File: config.mk
export PLATFORM = sky130hd
export DESIGN_NAME = cmpctl_regs
export DESIGN_NICKNAME = d
export VERILOG_FILES = /design/src/cmpctl_pkg.sv /design/src/cmpctl_regs.sv /design/src/cmpctl_filter.sv
export SDC_FILE = /design/constraint.sdc
export NUM_CORES = 1
export LEC_CHECK = 0
export ABC_AREA = 0
export BUFFER_PORTS_ARGS = -buffer_cell sky130_fd_sc_hd__buf_2
export CAP_MARGIN = 10
export CORE_ASPECT_RATIO = 1.4
export CORE_MARGIN = 4
export CORE_UTILIZATION = 40
export CTS_BUF_LIST = sky130_fd_sc_hd__clkbuf_16
export DETAILED_ROUTE_END_ITERATION = 8
export GPL_TIMING_DRIVEN = 0
export PLACE_DENSITY_LB_ADDON = 0.12
export REMOVE_ABC_BUFFERS = 1
export SYNTH_ARGS = -nofsm -noshare
export SYNTH_HDL_FRONTEND = slang
export SYNTH_HIERARCHICAL = 1
export SYNTH_SLANG_ARGS = --single-unit
File: constraint.sdc
create_clock -name aclk -period 2 [get_ports aclk]
set_clock_uncertainty 0.05 [all_clocks]
set_input_delay 0.3 -clock aclk [delete_from_list [all_inputs] [get_ports aclk]]
set_output_delay 0.3 -clock aclk [all_outputs]
set_load 0.005 [all_outputs]
File: src/cmpctl_pkg.sv
package cmpctl_pkg;
  // printed offsets are not all multiples of four, so they are register indexes
  localparam logic [7:0]  CONTROL_ONE_IDX   = 8'h59;
  localparam logic [7:0]  CONTROL_TWO_IDX   = 8'h5A;
  localparam logic [7:0]  PORT_DISABLE_IDX  = 8'h5B;
  localparam int          ADDR_W            = 12;
  localparam logic [11:0] CONTROL_ONE_ADDR  = {2'h0, CONTROL_ONE_IDX, 2'h0};
  localparam logic [11:0] CONTROL_TWO_ADDR  = {2'h0, CONTROL_TWO_IDX, 2'h0};
  localparam logic [11:0] PORT_DISABLE_ADDR = {2'h0, PORT_DISABLE_IDX, 2'h0};

  // control one fields
  localparam int IRQ_FLAG_BIT   = 0;
  localparam int IRQ_ENABLE_BIT = 1;
  localparam int EDGE_SEL_BIT   = 2;
  localparam int POWER_ON_BIT   = 3;
  localparam int REF_LEVEL_LSB  = 4;
  localparam int REF_PATH_BIT   = 6;
  localparam int INPUT_SWAP_BIT = 7;
  // control two fields
  localparam int RESULT_BIT     = 0;
  localparam int FILTER_SEL_BIT = 1;
  localparam int PIN_A_BIT      = 2;
  localparam int PIN_B_BIT      = 3;

  // reset values
  localparam logic [7:0] CONTROL_ONE_RST  = 8'h00;
  localparam logic [7:0] CONTROL_TWO_RST  = 8'h00;
  localparam logic [7:0] PORT_DISABLE_RST = 8'h00;

  // filter length in cycles
  localparam int FILTER_TAPS = 4;

  // reference level codes
  typedef enum logic [1:0] {
    REF_OFF,
    REF_QUARTER,
    REF_HALF,
    REF_DIODE
  } cmpctl_ref_e;

  localparam logic [1:0] AXI_OKAY   = 2'h0;
  localparam logic [1:0] AXI_SLVERR = 2'h2;
endpackage

File: src/cmpctl_regs.sv
// Summary of operation
// - Control two bit 1 picks the raw or the filtered comparator result.
// - Control two bit 2 connects analog pin a to the comparator.
// - Control two bit 3 connects analog pin b to the comparator.
// - Control two bits 4 to 7 are plain read/write storage with no effect.
// - The flag sets on a rising result edge with edge select 0, falling with 1.
// - Control one bit 3 powers the comparator on.
// - Reference field 0 off, 1 quarter supply, 2 half supply, 3 diode.
// - Control one bit 6 chooses which input path gets the reference.
// - The reference node is driven only while the reference code is nonzero.
// - Control one bit 7 swaps the two comparator inputs.
// - Eight port-disable bits each switch off one port input buffer.
// - Port-disable bits reset to zero so all input buffers start enabled.
`timescale 1ns/1ps
module cmpctl_regs
  import cmpctl_pkg::*;
#(
  parameter int FILT_TAPS = FILTER_TAPS
) (
  input  wire logic              aclk,
  input  wire logic              aresetn,
  input  wire logic [ADDR_W-1:0] s_axi_awaddr,
  input  wire logic              s_axi_awvalid,
  output logic                   s_axi_awready,
  input  wire logic [31:0]       s_axi_wdata,
  input  wire logic [3:0]        s_axi_wstrb,
  input  wire logic              s_axi_wvalid,
  output logic                   s_axi_wready,
  output logic [1:0]             s_axi_bresp,
  output logic                   s_axi_bvalid,
  input  wire logic              s_axi_bready,
  input  wire logic [ADDR_W-1:0] s_axi_araddr,
  input  wire logic              s_axi_arvalid,
  output logic                   s_axi_arready,
  output logic [31:0]            s_axi_rdata,
  output logic [1:0]             s_axi_rresp,
  output logic                   s_axi_rvalid,
  input  wire logic              s_axi_rready,
  input  wire logic              cmp_raw_in,
  output logic                   cmp_power_on,
  output logic [1:0]             ref_level_select,
  output logic                   ref_path_select,
  output logic                   ref_drive_enable,
  output logic                   input_swap,
  output logic                   pin_a_connect,
  output logic                   pin_b_connect,
  output logic [7:0]             port_buffer_disable,
  output logic                   cmp_irq
);
  logic [7:0]        comparator_control_one;
  logic [7:0]        comparator_control_two;
  logic [7:0]        port_bits;
  logic [7:0]        next_ctl_one;
  logic [7:0]        next_ctl_two;
  logic [7:0]        next_port_bits;
  logic              raw_meta;
  logic              raw_sync;
  logic              filt_out;
  logic              cmp_result_bit;
  logic              result_prev;
  logic              next_result_prev;
  logic              aw_held;
  logic              w_held;
  logic [ADDR_W-1:0] aw_addr;
  logic [7:0]        w_byte;
  logic              w_lane0;
  logic              next_aw_held;
  logic              next_w_held;
  logic [ADDR_W-1:0] next_aw_addr;
  logic [7:0]        next_w_byte;
  logic              next_w_lane0;
  logic              next_bvalid;
  logic [1:0]        next_bresp;
  logic              next_rvalid;
  logic [31:0]       next_rdata;
  logic [1:0]        next_rresp;
  logic              wr_fire;
  logic              edge_seen;

  // analog result comes from outside the clock domain
  always_ff @(posedge aclk) begin
    if (!aresetn) begin
      raw_meta <= 1'b0;
      raw_sync <= 1'b0;
    end else begin
      raw_meta <= cmp_raw_in;
      raw_sync <= raw_meta;
    end
  end

  cmpctl_filter #(
    .TAPS (FILT_TAPS)
  ) u_filter (
    .aclk    (aclk),
    .aresetn (aresetn),
    .din     (raw_sync),
    .dout    (filt_out)
  );

  assign cmp_result_bit = comparator_control_two[FILTER_SEL_BIT] ? filt_out : raw_sync;

  assign edge_seen = comparator_control_one[EDGE_SEL_BIT] ? (result_prev & ~cmp_result_bit)
                                                          : (~result_prev & cmp_result_bit);

  // axi write: address and data accepted in either order, one outstanding
  assign s_axi_awready = !aw_held && !s_axi_bvalid;
  assign s_axi_wready  = !w_held && !s_axi_bvalid;
  assign s_axi_arready = !s_axi_rvalid;

  always_comb begin
    next_aw_held = aw_held;
    next_w_held  = w_held;
    next_aw_addr = aw_addr;
    next_w_byte  = w_byte;
    next_w_lane0 = w_lane0;
    if (s_axi_awvalid && s_axi_awready) begin
      next_aw_held = 1'b1;
      next_aw_addr = s_axi_awaddr;
    end
    if (s_axi_wvalid && s_axi_wready) begin
      next_w_held  = 1'b1;
      next_w_byte  = s_axi_wdata[7:0];
      next_w_lane0 = s_axi_wstrb[0];
    end
    if (wr_fire) begin
      next_aw_held = 1'b0;
      next_w_held  = 1'b0;
    end
  end

  assign wr_fire = aw_held && w_held;

  // register file update; hardware flag set beats the software clear
  always_comb begin
    next_ctl_one     = comparator_control_one;
    next_ctl_two     = comparator_control_two;
    next_port_bits   = port_bits;
    next_result_prev = cmp_result_bit;
    next_bvalid      = s_axi_bvalid;
    next_bresp       = s_axi_bresp;
    if (s_axi_bvalid && s_axi_bready) begin
      next_bvalid = 1'b0;
    end
    if (wr_fire) begin
      next_bvalid = 1'b1;
      next_bresp  = AXI_OKAY;
      case (aw_addr)
        CONTROL_ONE_ADDR: begin
          if (w_lane0) begin
            next_ctl_one = w_byte;
          end
        end
        CONTROL_TWO_ADDR: begin
          if (w_lane0) begin
            next_ctl_two = {w_byte[7:1], 1'b0};
          end
        end
        PORT_DISABLE_ADDR: begin
          if (w_lane0) begin
            next_port_bits = w_byte;
          end
        end
        default: begin
          next_bresp = AXI_SLVERR;
        end
      endcase
    end
    if (edge_seen) begin
      next_ctl_one[IRQ_FLAG_BIT] = 1'b1;
    end
  end

  // read path: data registered, unmapped answers slverr
  always_comb begin
    next_rvalid = s_axi_rvalid;
    next_rdata  = s_axi_rdata;
    next_rresp  = s_axi_rresp;
    if (s_axi_rvalid && s_axi_rready) begin
      next_rvalid = 1'b0;
    end
    if (s_axi_arvalid && s_axi_arready) begin
      next_rvalid = 1'b1;
      next_rresp  = AXI_OKAY;
      next_rdata  = 32'h0000_0000;
      case (s_axi_araddr)
        CONTROL_ONE_ADDR: next_rdata[7:0] = comparator_control_one;
        CONTROL_TWO_ADDR: next_rdata[7:0] = {comparator_control_two[7:1], cmp_result_bit};
        PORT_DISABLE_ADDR: next_rdata[7:0] = port_bits;
        default: next_rresp = AXI_SLVERR;
      endcase
    end
  end

  always_ff @(posedge aclk) begin
    if (!aresetn) begin
      comparator_control_one <= CONTROL_ONE_RST;
      comparator_control_two <= CONTROL_TWO_RST;
      port_bits              <= PORT_DISABLE_RST;
      result_prev            <= 1'b0;
      aw_held                <= 1'b0;
      w_held                 <= 1'b0;
      aw_addr                <= '0;
      w_byte                 <= 8'h00;
      w_lane0                <= 1'b0;
      s_axi_bvalid           <= 1'b0;
      s_axi_bresp            <= AXI_OKAY;
      s_axi_rvalid           <= 1'b0;
      s_axi_rdata            <= 32'h0000_0000;
      s_axi_rresp            <= AXI_OKAY;
    end else begin
      comparator_control_one <= next_ctl_one;
      comparator_control_two <= next_ctl_two;
      port_bits              <= next_port_bits;
      result_prev            <= next_result_prev;
      aw_held                <= next_aw_held;
      w_held                 <= next_w_held;
      aw_addr                <= next_aw_addr;
      w_byte                 <= next_w_byte;
      w_lane0                <= next_w_lane0;
      s_axi_bvalid           <= next_bvalid;
      s_axi_bresp            <= next_bresp;
      s_axi_rvalid           <= next_rvalid;
      s_axi_rdata            <= next_rdata;
      s_axi_rresp            <= next_rresp;
    end
  end

  // analog controls straight from the stored bits
  // power enable
  assign cmp_power_on     = comparator_control_one[POWER_ON_BIT];
  assign ref_level_select = comparator_control_one[REF_LEVEL_LSB +: 2];
  assign ref_path_select  = comparator_control_one[REF_PATH_BIT];
  assign ref_drive_enable = (comparator_control_one[REF_LEVEL_LSB +: 2] != REF_OFF);
  assign input_swap       = comparator_control_one[INPUT_SWAP_BIT];
  assign pin_a_connect    = comparator_control_two[PIN_A_BIT];
  assign pin_b_connect    = comparator_control_two[PIN_B_BIT];
  assign port_buffer_disable = port_bits;
  assign cmp_irq = comparator_control_one[IRQ_FLAG_BIT] & comparator_control_one[IRQ_ENABLE_BIT];

  spare_store_a: assert property (@(posedge aclk) disable iff (!aresetn)
    (wr_fire && aw_addr == CONTROL_TWO_ADDR && w_lane0) |=>
      comparator_control_two[7:4] == $past(w_byte[7:4]))
    else $error("spare bits not stored");
  flag_set_a: assert property (@(posedge aclk) disable iff (!aresetn)
    edge_seen |=> comparator_control_one[IRQ_FLAG_BIT])
    else $error("edge lost");
  flag_hold_a: assert property (@(posedge aclk) disable iff (!aresetn)
    (comparator_control_one[IRQ_FLAG_BIT] && !wr_fire) |=>
      comparator_control_one[IRQ_FLAG_BIT])
    else $error("flag dropped");
  flag_clear_a: assert property (@(posedge aclk) disable iff (!aresetn)
    (wr_fire && aw_addr == CONTROL_ONE_ADDR && w_lane0 && !w_byte[IRQ_FLAG_BIT] && !edge_seen)
      |=> !comparator_control_one[IRQ_FLAG_BIT])
    else $error("flag not cleared");
  irq_gate_a: assert property (@(posedge aclk) disable iff (!aresetn)
    cmp_irq == (comparator_control_one[0] && comparator_control_one[1]))
    else $error("irq gating wrong");
  ref_drive_a: assert property (@(posedge aclk) disable iff (!aresetn)
    ref_drive_enable == (ref_level_select != 2'h0))
    else $error("reference drive wrong");
  result_sel_a: assert property (@(posedge aclk) disable iff (!aresetn)
    !comparator_control_two[FILTER_SEL_BIT] |-> cmp_result_bit == raw_sync)
    else $error("unfiltered path wrong");
  result_ro_a: assert property (@(posedge aclk) disable iff (!aresetn)
    comparator_control_two[RESULT_BIT] == 1'b0)
    else $error("result bit stored");
  port_reset_a: assert property (@(posedge aclk)
    !aresetn |=> port_buffer_disable == 8'h00)
    else $error("port bits not cleared");
  pin_conn_a: assert property (@(posedge aclk) disable iff (!aresetn)
    (wr_fire && aw_addr == CONTROL_TWO_ADDR && w_lane0) |=>
      pin_a_connect == $past(w_byte[2]) && pin_b_connect == $past(w_byte[3]))
    else $error("pin connect wrong");
  wr_resp_a: assert property (@(posedge aclk) disable iff (!aresetn)
    wr_fire |=> s_axi_bvalid)
    else $error("write response missing");

  irq_cov_c: cover property (@(posedge aclk) disable iff (!aresetn) $rose(cmp_irq));
  fall_cov_c: cover property (@(posedge aclk) disable iff (!aresetn)
    edge_seen && comparator_control_one[EDGE_SEL_BIT]);
  filt_cov_c: cover property (@(posedge aclk) disable iff (!aresetn)
    comparator_control_two[FILTER_SEL_BIT] && $changed(filt_out));
  rd_cov_c: cover property (@(posedge aclk) disable iff (!aresetn)
    s_axi_rvalid && s_axi_rresp == AXI_SLVERR);
endmodule

File: src/cmpctl_filter.sv
`timescale 1ns/1ps
// majority-free filter: output moves only after TAPS equal samples
module cmpctl_filter
  import cmpctl_pkg::*;
#(
  parameter int TAPS = FILTER_TAPS
) (
  input  wire logic aclk,
  input  wire logic aresetn,
  input  wire logic din,
  output logic      dout
);
  logic [TAPS-1:0] hist;
  logic [TAPS-1:0] next_hist;
  logic            next_dout;

  // elaboration guard: a window below two samples cannot filter anything
  if (TAPS < 2 || TAPS > 16) begin : g_bad_taps
    $error("filter taps out of range");
  end

  // shift in, settle only when the window agrees
  always_comb begin
    next_hist = {hist[TAPS-2:0], din};
    next_dout = dout;
    if (&next_hist) begin
      next_dout = 1'b1;
    end else if (~|next_hist) begin
      next_dout = 1'b0;
    end
  end

  always_ff @(posedge aclk) begin
    if (!aresetn) begin
      hist <= '0;
      dout <= 1'b0;
    end else begin
      hist <= next_hist;
      dout <= next_dout;
    end
  end
endmodule

* After elaboration in Yosys (flattened, before gate mapping)
Cells that the tools add are included.
Storage, ports and cells: output and inout port bits 58, flip-flop bits (word level) 67, bits of input ports 68
Cells by class: multiplexer cells 15, eq/ne operators 7, bitwise gates (word level) 6, reduce and logical (&&, ||, !) cells 27
Operators by type and width (number):
- $eq 12x9->1 const B | 6
- $pmux 8 s3 | 1
- $mux 1 | 12
- $reduce_and 3->1 | 4
- $reduce_bool 2->1 | 6
- $logic_and 1x1->1 | 8
- $reduce_or 3->1 | 2
- $logic_not 1->1 | 4
- $mux 2 | 2
- $reduce_and 4->1 | 1
- $reduce_or 4->1 | 1
- $and 1x1->1 | 3
- $not 1->1 | 3
- $ne 2x1->1 const B | 1
- $reduce_or 2->1 | 1

* Depth between registers and ports, before layout
word-level depth 6, depth in mapped cells 6

* By module
Netlist, hierarchy kept.
Modules (own cells, without submodules):
- cmpctl_regs | sequential area each 1221.2 um2, cells each 298, instances 1, area an instance 2791.4 um2
- cmpctl_filter | sequential area each 80.1 um2, cells each 11, instances 1, area an instance 122.6 um2

* Worst setup path before layout
OpenSTA, ideal clock, no wires.
path kind register to register, start point reg aw_addr[1], end point reg comparator_control_two[1], arrival time 1.336 ns, stages on the path, launching flop included 6, slack 0.498 ns, path buffers 1, data required time 1.834 ns, library setup time 0.116 ns, cell sequence dfxtp_1 -> nor4b_4 -> and4_1 -> buf_4 -> mux2i_1 -> nor2b_1
On the way: cells in the longest elaborated chain, start to end 2
Ends and longest elaborated chain:
- from (decl) | line cmpctl_regs.sv:64 | logic [ADDR_W-1:0] aw_addr;
- from (signal assigned) | line cmpctl_regs.sv:217 | aw_addr <= next_aw_addr;
- $eq 12x9->1 | line cmpctl_regs.sv:147 | case (aw_addr)
- $reduce_and 3->1 (no source line)
- to (signal assigned) | line cmpctl_regs.sv:212 | comparator_control_two <= next_ctl_two;
- to (decl) | line cmpctl_regs.sv:51 | logic [7:0] comparator_control_two;
Every way passes these cells. A chain may end at the register's enable or synchronous reset.

* Worst setup path after layout
start point reg aw_addr[1], end point reg comparator_control_two[5]
The elaborated chain is that of the path after synthesis.

==> impl_metrics.csv <==
group,metric,value,unit
layout,synthToLayoutAreaGrowth,22.1,%
layout,final_common_cell,"buf_2",
layout,drive_gt1_share,24.8,%
power,leakagePower,0.00163,µW
clock_tree,clk_pin_slew_worst_paths,50,ps
worst_setup_path,crit_cells,4,
floorplan,core,7030,µm²
layout,layout_common_cells,"72 x buf_2, 65 x dfxtp_1, 54 x nand2_1",
layout,finalInstanceArea,3560,µm²
worst_setup_path,ff2ff_path_depth,4,
clock_tree,hold_buffers,0,
floorplan,die_w,80.1,µm
place,place_ws,-4.68,ps
hold_path,hold_start,"cmp_raw_in",
place,place_congestion,0.724,
global_route,grt_overflow,0,
clock_tree,worstSkewPairLatency,320,ps
clock_tree,cts_setup_buffers,0,
place,placed_area,3210,µm²
power,internal_power,2650,µW
worst_setup_path,crit_family,"simple AND/OR/NAND/NOR gates",
hold_path,hold_class,"input pin to register",
routing,wirelength,6280,µm
timing,period_needed,1850,ps
clock_tree,cts_buffers,9,
timing,post-route-period-util,92.7,%
global_route,grt_pass1_wl,9630,µm
routing,ant_nets,0,
timing,setup_viol,0,
power,swShare,21.3,%
routing,drc_errors,0,
worst_setup_path,worstPathArrival,2020,ps
timing,worstMarginPinSlew,999,ps
clock_tree,clkSinkCount,65,
global_route,track_usage,14.5,%
timing,hold_viol,0,
floorplan,ioPinCount,126,
clock_tree,htreeDepth,3,
logic_synthesis,synth-seq-cells,65,
global_route,grt_max_degree,68,
worst_setup_path,crit_chain,"nor4b_4, and4_1, mux2i_1, nor2b_1",
global_route,first_global_vias,2007,
routing,wl_per_cell,13.3,µm
worst_setup_path,critPathLaunch,"aw_addr[1]",
logic_synthesis,synth_area_leaders,"dfxtp_1 45%, mux2i_1 11%, buf_4 7.5%, nand2_1 7.0%, a21boi_0 6.4%",
clock_tree,cts_tree,"done",
global_route,antenna_found_initial,0,
logic_synthesis,synth_top_area_share,44.7,%
logic_synthesis,synth_edf_count,0,
logic_synthesis,syn_area,2910,µm²
power,power.share.clock,53.0,%
routing,first_pass_iters,4,
timing,slew_violations,0,
logic_synthesis,syn_inst,309,
layout,fin_util,50.6,%
logic_synthesis,yosysTopAreaCell,"dfxtp_1",
worst_setup_path,slowest_delay,570,ps
worst_setup_path,cp-start-kind,"register",
outcome,outcome,"finished, final reports clean",
power,p_sw,718,µW
worst_setup_path,required,2170,ps
timing,slew_headroom,33.4,%
power,peakVddDrop,0.551,mV
logic_synthesis,async_flop_share,0,%
place,portBuffers,72,
worst_setup_path,r2r_start,"aw_addr[1]",
timing,rsz0062_at_grt,"no",
layout,antennaDiodeCount,0,
routing,drtIter0Drc,118,
logic_synthesis,avgSynthCellArea,9.43,µm²
floorplan,rows,36,
layout,final_nets,442,
worst_setup_path,rrSetupSlack,150,ps
layout,nFillCells,677,
floorplan,die_area,8730,µm²
logic_synthesis,synth_seq_area_share,44.7,%
timing,worst_slack,147,ps
worst_setup_path,reg2reg_to,"comparator_control_two[5]",
worst_setup_path,crit_path_end,"comparator_control_two[5]",
worst_setup_path,critPathMaxFanout,7,
clock_tree,cts-root-buf,"clkbuf_16",
routing,routed-via-count,2187,
clock_tree,clockBufferDepth,2,
floorplan,initial_core_util,41.5,%
clock_tree,cts_resized,0,
place,dp_hpwl,4420,µm
logic_synthesis,netlist-cell-type-count,39,
worst_setup_path,endpoint_kind,"register",
logic_synthesis,ys.warnings.count,6,
routing,vias_per_cell,4.61,
worst_setup_path,crit_type,"register to register",
logic_synthesis,synthFlopType,"dfxtp_1",
power,power_frac_seq,40.8,%
floorplan,die_h,109,µm
power,comb_power_share,6.2,%
run,cap_violations,0,
power,powerDensity,946,nW/µm²
worst_setup_path,cp_num_buf_inv,0,
timing,max_freq,540,MHz
worst_setup_path,slowest_stage,"and4_1",
power,finalPower,3360,µW
power groups by stage:
stage | clock (µW) | sequential (µW) | combinational (µW)
global route | 1870 | 1380 | 237
floorplan | 0 | 1390 | 113
detailed placement | 0 | 1400 | 211
CTS | 1820 | 1370 | 211
global placement | 0 | 1400 | 207
finish | 1780 | 1370 | 208
flip-flops by register name (all words and copies together) (netlist names), 3 cells and up:
| name | cells |
|---|---|
| aw_addr | 12 |
| comparator_control_one | 8 |
| port_buffer_disable | 8 |
| s_axi_rdata | 8 |
| w_byte | 8 |
| comparator_control_two | 7 |
| u_filter/hist | 3 |
per-stage QoR:
step           hold WS [ps]  setup TNS (ps)  instances
2_1_floorplan           362               0        291
3_3_place_gp            366           -10.8        458
3_5_place_dp            373           -7.40        458
4_1_cts                 127               0        474
5_1_grt                 132               0        474
6_report                131               0        474
cell type report:
| cell class | instances | area (µm²) | area share, % |
|---|---|---|---|
| multi-input cells | 225 | 1430 | 40.2 |
| flip-flops and latches | 65 | 1300 | 36.6 |
| repair buffers | 72 | 360 | 10.1 |
| clock buffers | 9 | 225 | 6.33 |
| clock inverters | 7 | 119 | 3.34 |
| well taps | 95 | 119 | 3.34 |
| inverters | 1 | 3.75 | 0.105 |
worst reg2reg max path, stage by stage, from the launching register on:
cell     delay (ps)
dfxtp_1         330
nor4b_4         490
and4_1          570
mux2i_1         240
nor2b_1          60
metal layers:
metal	track usage [%]	vias to the layer above	part of all wire (%)	wire length (µm)
met1	17.0	979	43	2710
met4	6.16	0	1.7	105
met5	0	-	0	0
li1	-	1133	-	-
met2	24.5	66	49	3050
met3	3.97	9	6.5	411
Yosys cell counts (2+ instances only):
library cell,number
dfxtp_1,65
nand2_1,54
mux2i_1,31
buf_4,29
nor2b_1,26
a21boi_0,25
clkbuf_1,12
and2_1,8
nand4_1,8
o211ai_1,7
nand2b_1,5
and3b_1,3
nand3_1,3
nor2_1,3
o21ai_0,3
and3_1,2
and4b_1,2
buf_2,2
cell families (layout without fill, tap and decap cells):
kind of cell    Yosys count  in the layout  share of synthesized area, %
simple gates            128            128                          25.0
compound gates           40             40                          10.0
mux                      31             31                          10.6
other cells               1             26                         0.129
buf+inv                  44             89                          9.49
flops                    65             65                          44.7
how the worst min path moves through the flow:
stage / to / cells past startpoint
after detailed placement: raw_sync / 1
final: raw_meta / 2
after global placement: raw_sync / 1
after global routing: raw_meta / 2
after floorplan: raw_sync / 1
after CTS: raw_meta / 2
Note: power is estimated with default switching activity, not from simulation.
